## src/rtl/mcm_pkg.sv

```systemverilog
// Shared constants and helpers of the meter command and mode link
package mcm_pkg;

    // Clock and timing
    localparam int unsigned CLK_PERIOD_NS  = 20;     // 50 MHz master clock
    localparam int unsigned HOLDOFF_NS     = 18000;  // Quiet time after reset
    localparam int unsigned HOLDOFF_CYC    =
        (HOLDOFF_NS + CLK_PERIOD_NS - 1) / CLK_PERIOD_NS;  // Rounded up
    localparam int unsigned WAVE_DIV_BASE  = 128;    // Fastest divide code 00

    // Command byte layout
    localparam int unsigned CMD_ADDR_LSB   = 0;      // Register address field
    localparam int unsigned CMD_ADDR_W     = 5;      // Address width
    localparam int unsigned CMD_WRITE_BIT  = 7;      // One selects a write
    localparam logic [7:0]  CMD_RSVD_MASK  = 8'h60;  // Bits that must be zero

    // Mode register
    localparam logic [4:0]  MODE_ADDR      = 5'h06;   // Register address
    localparam logic [15:0] MODE_RESET     = 16'h000c; // Value after reset
    localparam int unsigned MB_HPF_OFF     = 0;
    localparam int unsigned MB_LPF_OFF     = 1;
    localparam int unsigned MB_PULSE_OFF   = 2;
    localparam int unsigned MB_DIP_OFF     = 3;
    localparam int unsigned MB_ADC_PD      = 4;
    localparam int unsigned MB_THERM       = 5;
    localparam int unsigned MB_SOFT_RST    = 6;
    localparam int unsigned MB_HALFCYC     = 7;
    localparam int unsigned MB_SHORT_A     = 8;
    localparam int unsigned MB_SHORT_B     = 9;
    localparam int unsigned MB_SWAP        = 10;
    localparam int unsigned MB_RATE_LSB    = 11;
    localparam int unsigned MB_SRC_LSB     = 13;
    localparam int unsigned MB_FACTORY     = 15;

    // Waveform sample lengths in bits
    localparam logic [5:0]  WAVE_LEN_DUAL  = 6'd40;
    localparam logic [5:0]  WAVE_LEN_ONE   = 6'd24;
    localparam logic [1:0]  SRC_DUAL       = 2'h1;

    // Host register offsets on Wishbone (byte addresses)
    localparam logic [3:0]  HR_CMD         = 4'h0;  // Write starts transfer
    localparam logic [3:0]  HR_WDATA       = 4'h4;  // Data to write
    localparam logic [3:0]  HR_RDATA       = 4'h8;  // Data read back
    localparam logic [3:0]  HR_STATUS      = 4'hc;  // Busy and holdoff
    localparam int unsigned HS_BUSY        = 0;
    localparam int unsigned HS_HOLD        = 1;

    // Data-phase length in bytes for a register address
    function automatic logic [1:0] mcm_reg_bytes(input logic [4:0] addr);
        mcm_reg_bytes = (addr == MODE_ADDR) ? 2'd2 : 2'd1;
    endfunction

endpackage

```

## src/rtl/mcm_link_if.sv

```systemverilog
// Byte-level link between the host controller and the meter device
`timescale 1ns/10ps
interface mcm_link_if (
    input wire logic clk_i   // Common clock of both ends
);
    logic       host_vld;     // Host byte valid, one cycle per byte, high on back-to-back cycles during a write
    logic [7:0] host_byte;    // Command or write data byte
    logic       rd_req;       // Host asks for the next read byte
    logic       dev_vld;      // Device read byte valid, one-cycle pulse
    logic [7:0] dev_byte;     // Read data byte
    logic       dev_busy;     // Device is in its post-reset quiet time

    // Device end
    modport dev (
        input  host_vld, host_byte, rd_req,
        output dev_vld, dev_byte, dev_busy
    );

    // Host end
    modport host (
        output host_vld, host_byte, rd_req,
        input  dev_vld, dev_byte, dev_busy
    );
endinterface

```

## src/rtl/mcm_dev.sv

```systemverilog
// Meter device end: command byte decoder and mode register
// Contract
// - every transfer opens with a command byte
// - command low five bits give address
// - host sends command bits five, six zero
// - command bit seven one means write
// - mode bit zero bypasses high-pass filter
// - mode bit one bypasses power low-pass
// - mode bit two disables pulse output
// - mode bit three disables dip detect
// - mode bit four powers converters down
// - bit five starts conversion, self-clears
// - bit six resets; 18 us quiet
// - bit seven selects half-cycle accumulation
// - bits eight, nine short converter inputs
// - bit ten swaps the input pairs
// - bits twelve, eleven pick waveform rate
// - bits fourteen, thirteen pick waveform source
// - host keeps bit fifteen at zero
// - mode readable, resets to 000c
`timescale 1ns/10ps
module mcm_dev
    import mcm_pkg::*;
(
    input  wire logic        clk_i,                  // Master clock
    input  wire logic        rst_i,                  // Sync reset, high
    mcm_link_if.dev          link,                   // Link to host
    input  wire logic        temp_done_i,            // Conversion finished
    output logic             bypass_highpass_o,      // Skip high-pass
    output logic             bypass_power_lowpass_o, // Skip power low-pass
    output logic             pulse_out_off_o,        // Pulse output off
    output logic             dip_detect_off_o,       // Dip detection off
    output logic             converters_powerdown_o, // Converters off
    output logic             thermal_conv_start_o,   // Conversion running
    output logic             soft_reset_o,           // Soft reset pulse
    output logic             halfcycle_accum_mode_o, // Half-cycle mode
    output logic             short_inputs_a_o,       // Short converter 1
    output logic             short_inputs_b_o,       // Short converter 2
    output logic             swap_inputs_o,          // Exchange inputs
    output logic [1:0]       wave_source_sel_o,      // Waveform source
    output logic [5:0]       wave_len_o,             // Sample length, bits
    output logic             wave_tick_o,            // Waveform update
    output logic             factory_test_bit_o,     // Test mode
    output logic [15:0]      mode_config_o           // Whole mode register
);
    import mcm_pkg::*;

    // Transfer phases
    typedef enum logic [1:0] {
        ST_CMD,   // Waiting for a command byte
        ST_WR,    // Collecting write bytes
        ST_RD     // Sending read bytes
    } mcm_dev_state_t;

    mcm_dev_state_t state,     next_state;     // Phase
    logic [4:0]     addr,      next_addr;      // Target register address
    logic [1:0]     left,      next_left;      // Bytes still to move
    logic [15:0]    shreg,     next_shreg;     // Assembled write data
    logic [15:0]    mode,      next_mode;      // Mode register
    logic [9:0]     hold,      next_hold;      // Quiet-time counter
    logic           dvld,      next_dvld;      // Read byte valid
    logic [7:0]     dbyte,     next_dbyte;     // Read byte
    logic           srst,      next_srst;      // Soft reset pulse
    logic [9:0]     wdiv,      next_wdiv;      // Waveform divider
    logic           wtick,     next_wtick;     // Waveform tick
    logic [15:0]    rd_val;                    // Value of addressed reg
    logic [15:0]    wr_val;                    // Completed write word
    logic [9:0]     wlim;                      // Divider terminal count
    logic           therm_set;                 // Write sets bit five

    // Read value of the addressed register; others read as zero
    always_comb begin
        rd_val = (addr == MODE_ADDR) ? mode : 16'h0000;
    end

    // Divider terminal count from the rate code
    always_comb begin
        wlim = 10'((WAVE_DIV_BASE << mode[MB_RATE_LSB +: 2]) - 1);
    end

    // Next-state logic for the link side and mode register
    always_comb begin
        next_state = state;
        next_addr  = addr;
        next_left  = left;
        next_shreg = shreg;
        next_mode  = mode;
        next_hold  = hold;
        next_dvld  = 1'b0;
        next_dbyte = dbyte;
        next_srst  = 1'b0;
        therm_set  = 1'b0;
        wr_val     = {shreg[7:0], link.host_byte};
        // Conversion end clears the start bit
        if (temp_done_i) begin
            next_mode[MB_THERM] = 1'b0;
        end
        if (hold != 10'd0) begin
            // Quiet time: link traffic is ignored
            next_hold  = hold - 10'd1;
            next_state = ST_CMD;
        end else begin
            unique case (state)
                ST_CMD: begin
                    // Every transfer opens with a command byte
                    if (link.host_vld) begin
                        next_addr  = link.host_byte[CMD_ADDR_LSB +:
                                                    CMD_ADDR_W];
                        next_left  = mcm_reg_bytes(next_addr);
                        next_shreg = 16'h0000;
                        // Bits five and six are not looked at
                        if (link.host_byte[CMD_WRITE_BIT]) begin
                            next_state = ST_WR;
                        end else begin
                            next_state = ST_RD;
                        end
                    end
                end
                ST_WR: begin
                    // Shift bytes in, most significant first
                    if (link.host_vld) begin
                        next_shreg = wr_val;
                        next_left  = left - 2'd1;
                        if (left == 2'd1) begin
                            next_state = ST_CMD;
                            if (addr == MODE_ADDR) begin
                                next_mode = wr_val;
                                therm_set = wr_val[MB_THERM];
                                if (wr_val[MB_SOFT_RST]) begin
                                    // Whole chip back to defaults
                                    next_mode = MODE_RESET;
                                    next_hold = 10'(HOLDOFF_CYC);
                                    next_srst = 1'b1;
                                end
                            end
                        end
                    end
                end
                ST_RD: begin
                    // Hand out one byte per request, top byte first
                    if (link.rd_req) begin
                        next_dvld  = 1'b1;
                        next_dbyte = left == 2'd2 ? rd_val[15:8]
                                                  : rd_val[7:0];
                        next_left  = left - 2'd1;
                        if (left == 2'd1) begin
                            next_state = ST_CMD;
                        end
                    end
                end
            endcase
        end
        // A start written together with a finish still starts
        if (therm_set && !next_srst) begin
            next_mode[MB_THERM] = 1'b1;
        end
    end

    // Waveform update divider
    always_comb begin
        next_wtick = 1'b0;
        next_wdiv  = wdiv + 10'd1;
        if (srst || wdiv >= wlim) begin
            next_wdiv  = 10'd0;
            next_wtick = !srst;
        end
    end

    // Register stage
    always_ff @(posedge clk_i) begin
        if (rst_i) begin
            state <= ST_CMD;
            addr  <= 5'h00;
            left  <= 2'd0;
            shreg <= 16'h0000;
            mode  <= MODE_RESET;
            hold  <= 10'd0;
            dvld  <= 1'b0;
            dbyte <= 8'h00;
            srst  <= 1'b0;
            wdiv  <= 10'd0;
            wtick <= 1'b0;
        end else begin
            state <= next_state;
            addr  <= next_addr;
            left  <= next_left;
            shreg <= next_shreg;
            mode  <= next_mode;
            hold  <= next_hold;
            dvld  <= next_dvld;
            dbyte <= next_dbyte;
            srst  <= next_srst;
            wdiv  <= next_wdiv;
            wtick <= next_wtick;
        end
    end

    // Link outputs
    assign link.dev_vld  = dvld;
    assign link.dev_byte = dbyte;
    assign link.dev_busy = hold != 10'd0;

    // Mode fields, soft reset pulse and waveform tick to the metering logic
    assign bypass_highpass_o      = mode[MB_HPF_OFF];
    assign bypass_power_lowpass_o = mode[MB_LPF_OFF];
    assign pulse_out_off_o        = mode[MB_PULSE_OFF];
    assign dip_detect_off_o       = mode[MB_DIP_OFF];
    assign converters_powerdown_o = mode[MB_ADC_PD];
    assign thermal_conv_start_o   = mode[MB_THERM];
    assign soft_reset_o           = srst;
    assign halfcycle_accum_mode_o = mode[MB_HALFCYC];
    assign short_inputs_a_o       = mode[MB_SHORT_A];
    assign short_inputs_b_o       = mode[MB_SHORT_B];
    assign swap_inputs_o          = mode[MB_SWAP];
    assign wave_source_sel_o      = mode[MB_SRC_LSB +: 2];
    assign wave_len_o             = mode[MB_SRC_LSB +: 2] == SRC_DUAL
                                    ? WAVE_LEN_DUAL : WAVE_LEN_ONE;
    assign wave_tick_o            = wtick;
    assign factory_test_bit_o     = mode[MB_FACTORY];
    assign mode_config_o          = mode;

endmodule

```

## src/flat_wrapper.sv

```systemverilog
// flat-port wrapper written by rule: the top's interface ports become plain ports
module mcm_dev_flat import mcm_pkg::*;
  (clk_i, rst_i, temp_done_i, bypass_highpass_o, bypass_power_lowpass_o, pulse_out_off_o, dip_detect_off_o, converters_powerdown_o, thermal_conv_start_o, soft_reset_o, halfcycle_accum_mode_o, short_inputs_a_o, short_inputs_b_o, swap_inputs_o, wave_source_sel_o, wave_len_o, wave_tick_o, factory_test_bit_o, mode_config_o, link_host_vld, link_host_byte, link_rd_req, link_dev_vld, link_dev_byte, link_dev_busy);
  mcm_link_if link_i (.clk_i(clk_i));
  input  wire logic clk_i;
  input  wire logic rst_i;
  input  wire logic temp_done_i;
  output logic bypass_highpass_o;
  output logic bypass_power_lowpass_o;
  output logic pulse_out_off_o;
  output logic dip_detect_off_o;
  output logic converters_powerdown_o;
  output logic thermal_conv_start_o;
  output logic soft_reset_o;
  output logic halfcycle_accum_mode_o;
  output logic short_inputs_a_o;
  output logic short_inputs_b_o;
  output logic swap_inputs_o;
  output logic [1:0] wave_source_sel_o;
  output logic [5:0] wave_len_o;
  output logic wave_tick_o;
  output logic factory_test_bit_o;
  output logic [15:0] mode_config_o;
  input wire logic [$bits(link_i.host_vld)-1:0] link_host_vld;
  input wire logic [$bits(link_i.host_byte)-1:0] link_host_byte;
  input wire logic [$bits(link_i.rd_req)-1:0] link_rd_req;
  output wire logic [$bits(link_i.dev_vld)-1:0] link_dev_vld;
  output wire logic [$bits(link_i.dev_byte)-1:0] link_dev_byte;
  output wire logic [$bits(link_i.dev_busy)-1:0] link_dev_busy;
  assign link_i.host_vld = link_host_vld;
  assign link_i.host_byte = link_host_byte;
  assign link_i.rd_req = link_rd_req;
  assign link_dev_vld = link_i.dev_vld;
  assign link_dev_byte = link_i.dev_byte;
  assign link_dev_busy = link_i.dev_busy;
  mcm_dev u_core (.clk_i(clk_i), .rst_i(rst_i), .link(link_i), .temp_done_i(temp_done_i), .bypass_highpass_o(bypass_highpass_o), .bypass_power_lowpass_o(bypass_power_lowpass_o), .pulse_out_off_o(pulse_out_off_o), .dip_detect_off_o(dip_detect_off_o), .converters_powerdown_o(converters_powerdown_o), .thermal_conv_start_o(thermal_conv_start_o), .soft_reset_o(soft_reset_o), .halfcycle_accum_mode_o(halfcycle_accum_mode_o), .short_inputs_a_o(short_inputs_a_o), .short_inputs_b_o(short_inputs_b_o), .swap_inputs_o(swap_inputs_o), .wave_source_sel_o(wave_source_sel_o), .wave_len_o(wave_len_o), .wave_tick_o(wave_tick_o), .factory_test_bit_o(factory_test_bit_o), .mode_config_o(mode_config_o));
endmodule
```

## config.mk

```make
export PLATFORM = sky130hd
export DESIGN_NAME = mcm_dev_flat
export DESIGN_NICKNAME = d
export VERILOG_FILES = /design/src/rtl/mcm_pkg.sv /design/src/rtl/mcm_link_if.sv /design/src/rtl/mcm_dev.sv /design/src/flat_wrapper.sv
export SDC_FILE = /design/constraint.sdc
export NUM_CORES = 1
export LEC_CHECK = 0
export ABC_AREA = 1
export BUFFER_PORTS_ARGS = -buffer_cell sky130_fd_sc_hd__buf_4
export CAP_MARGIN = 20
export CORE_AREA = 5 5 86 88
export CTS_CLUSTER_SIZE = 20
export DETAILED_ROUTE_END_ITERATION = 10
export DIE_AREA = 0 0 91 93
export PLACE_DENSITY_LB_ADDON = 0.05
export SETUP_SLACK_MARGIN = 0.05
export SYNTH_ARGS = -nofsm -noshare
export SYNTH_HDL_FRONTEND = slang
export SYNTH_SLANG_ARGS = --single-unit
```

## constraint.sdc

```tcl
create_clock -name clk_i -period 1.4 [get_ports clk_i]
set_input_delay 0.07 -clock clk_i [delete_from_list [all_inputs] [get_ports clk_i]]
set_output_delay 0.07 -clock clk_i [all_outputs]
set_load 0.1 [all_outputs]
```

==> flow_metrics.tcl <==
set metrics [dict create \
    outcome "finished, violations left" \
    failing_checks "negative setup slack" \
    synth_seq_area_share_pct 39.5 \
    place_congestion 0.855 \
    slack_of_the_critical_path_ns -0.0762 \
    vias 3091 \
    synth-seq-cells 63 \
    synth_enable_flop_cells 0 \
    max_freq_mhz 677 \
    pre_cts_ws_ns -0.0481 \
    synth_top_cell_area_share_pct 39.5 \
    unrepaired_setup_endpoints_after_global_routing "yes" \
    viasPerCell 4.95 \
    synthFlopType "dfxtp_1" \
    hold_path_class "in2reg" \
    fp.dieArea_um2 8460 \
    synth_area_um2 3190 \
    yosys-top-cells-area "dfxtp_1 39%, nand2_1 10%, nor2_1 10%, inv_1 5.5%, a21oi_1 4.4%" \
    most-common-layout-cells "86 x buf_4, 71 x nor2_1, 70 x nand2_1, 40 x dfxtp_1, 39 x inv_1" \
    clock_latency_ns 0.34 \
    drv_slew 0 \
    post-route-drc-count 0 \
    leakagePower_nw 2.08 \
    placement.io_buffers 54 \
    die_width_um 91 \
    dr.first_iter.drc_count 97 \
    h_tree_depth_reported_by_cts 3 \
    clkSinkCount 63 \
    fill_cells 518 \
    finalClockSkew_ns 0.0105 \
    count_of_standard_cell_rows 30 \
    cts.reportedPaths.clkPinSlew_ns 0.07 \
    synth_cells 446 \
    grt_pass1_vias 2910 \
    p_total_mw 6.74 \
    synth_top_area_cell "dfxtp_1" \
    layoutNonFillerInstCount 624 \
    clock_tree.root_cell "clkbuf_8" \
    critical-path-slowest-cell "dfxtp_1" \
    ant_nets 0 \
    peakVddDrop_mv 1.75 \
    final_layout_size_suffix_gt1_share_pct 43.6 \
    mapped_avg_cell_area_um2 7.16 \
    clockBufferDepth 2 \
    grt-ovfl-total 0 \
    nNetsFinal 564 \
    critPathLaunchType "register" \
    antenna_violations_before_repair 0 \
    cp.required_ns 1.33 \
    dp_hpwl_um 5570 \
    grt_use_total_pct 19.7 \
    wire_per_inst_um 13.9 \
    yosysUniqueCellTypes 34 \
    layout_commonest_cell "buf_4" \
    critical_path.max_stage_delay_ns 0.33 \
    yosysWarningCount 0 \
    num_antenna_cells 0 \
    dpl-instance-area_um2 3860 \
    finalCritPeriodShare_pct 105 \
    crit_path_max_fanout 4 \
    post-place-cells 587 \
    postSynth.asyncResetShare_pct 0 \
    power.density_cell_area_nw_per_um2 1410 \
    drt-pass1-iter-count 4 \
    setup.worst_path.end_class "output port" \
    drt_wirelength_um 8680 \
    core-area_um2 6570 \
    post-route-min-period_ns 1.48 \
    start_util_pct 48.6 \
    clock_tree_from_tritoncts "built" \
    critical-path-top-cell-by-count "nor2_4" \
    die_y_um 93 \
    max_cap_violations 0 \
    list_of_cells_traversed_by_the_critical_path "nor2_4, buf_4, inv_1, nor2_4, nand2_4, buf_12" \
    timing.final.hold_violations 0 \
    area.growth.synth_to_final_pct 49.3 \
    final_design_area_no_fill_um2 4770 \
    numCtsBuffers 9 \
    totalNegativeSetupSlack_ns -0.175 \
    setup-violations-final 8 \
    cp_data_arrival_time_ns 1.41 \
    critical_path_class "reg2out" \
    grt_max_degree 35 \
    grt_first_pass_wirelength_um 13600 \
    ios 60 \
]
-- stage by stage --
step	util [%]	hold WS (ns)
final	72.6	0.0104
after global routing	72.6	0.00932
after CTS	66.1	0.00349
after detailed placement	58.8	0.338
after global placement	58.8	0.334
after floorplan	-	0.199
-- final timing paths --
kind              slack, ns                startpoint  cells after the start             end
setup / recovery      -0.08            u_core.hold[9]                      6   link_dev_busy
setup reg to reg      -0.02  u_core.mode_config_o[12]                      8  u_core.wdiv[6]
hold reg to reg        0.46            u_core.wdiv[0]                      1  u_core.wdiv[0]
hold / removal         0.01         link_host_byte[1]                      3  u_core.addr[1]
-- critical path: cells and delay by family (launching register included) --
kind | cells | cell delay (ns)
DFF | 1 | 0.33
and+or+nand+nor | 3 | 0.35
buffers and inverters | 3 | 0.39
-- synth_stat cells, types with 3 or more instances --
cell type,n
nor3_1,5
ha_1,11
nor2_4,3
clkbuf_1,7
nand4_1,13
o21ai_1,9
o21ai_0,8
xnor2_1,4
buf_6,3
nor2_1,86
nand2_1,89
inv_1,47
buf_2,3
buf_4,18
nand3_1,19
xor2_1,10
a21oi_1,28
dfxtp_1,63
-- flip-flops by register name, indices dropped and copies added (netlist names) --
signal / cells
u_core.shreg: 8
u_core.soft_reset_o: 1
u_core.left: 2
u_core.hold: 10
u_core.wave_tick_o: 1
u_core.link.dev_byte: 8
u_core.addr: 5
u_core.state: 2
u_core.wdiv: 10
u_core.link.dev_vld: 1
u_core.mode_config_o: 15
-- report_power, final --
group / switching [mW] / internal (mW) / total, mW
clock network: 0.704 / 1.04 / 1.74
logic: 1.59 / 1.30 / 2.89
registers: 0.145 / 1.97 / 2.11
total: 2.44 / 4.30 / 6.74
-- routing by layer --
layer / global-route usage [%] / wire (um) / part of all wire, %
met2: 31.8 / 4320 / 50
met1: 25.9 / 3760 / 43
met3: 3.94 / 467 / 5.4
met5: 0 / 0 / 0
met4: 7.70 / 131 / 1.5
-- repair_timing --
| item | in CTS | in global routing |
|---|---|---|
| resized for setup | 47 | 84 |
| endpoints found under the hold margin | 5 | 0 |
| cloned | 2 | 3 |
| setup endpoints to repair | 58 | 62 |
| setup buffers | 5 | 9 |
| hold buffers | 4 | 0 |
| pin swaps | 19 | 31 |
-- area by class of cell --
class                           count  area, um2  share of cell area (%)
Multi-Input combinational cell    309       2040                    42.8
Sequential cell                    63       1300                    27.3
Timing Repair Buffer              106        892                    18.7
Inverter                           50        214                    4.49
Clock buffer                       11        141                    2.97
Tap cell                           80        100                    2.10
Clock inverter                      4       70.1                    1.47
Timing Repair inverter              1       8.76                   0.184
-- kinds of logic after synthesis --
logic type	share of synthesized area, %
buffers and inverters	12.5
DFF	39.5
other	0.235
adders and majority gates	4.31
AOI/OAI and AO/OA	7.72
and+or+nand+nor	31.9
xor gates and xnor gates	3.84
Note: power is estimated with default switching activity, not from simulation.
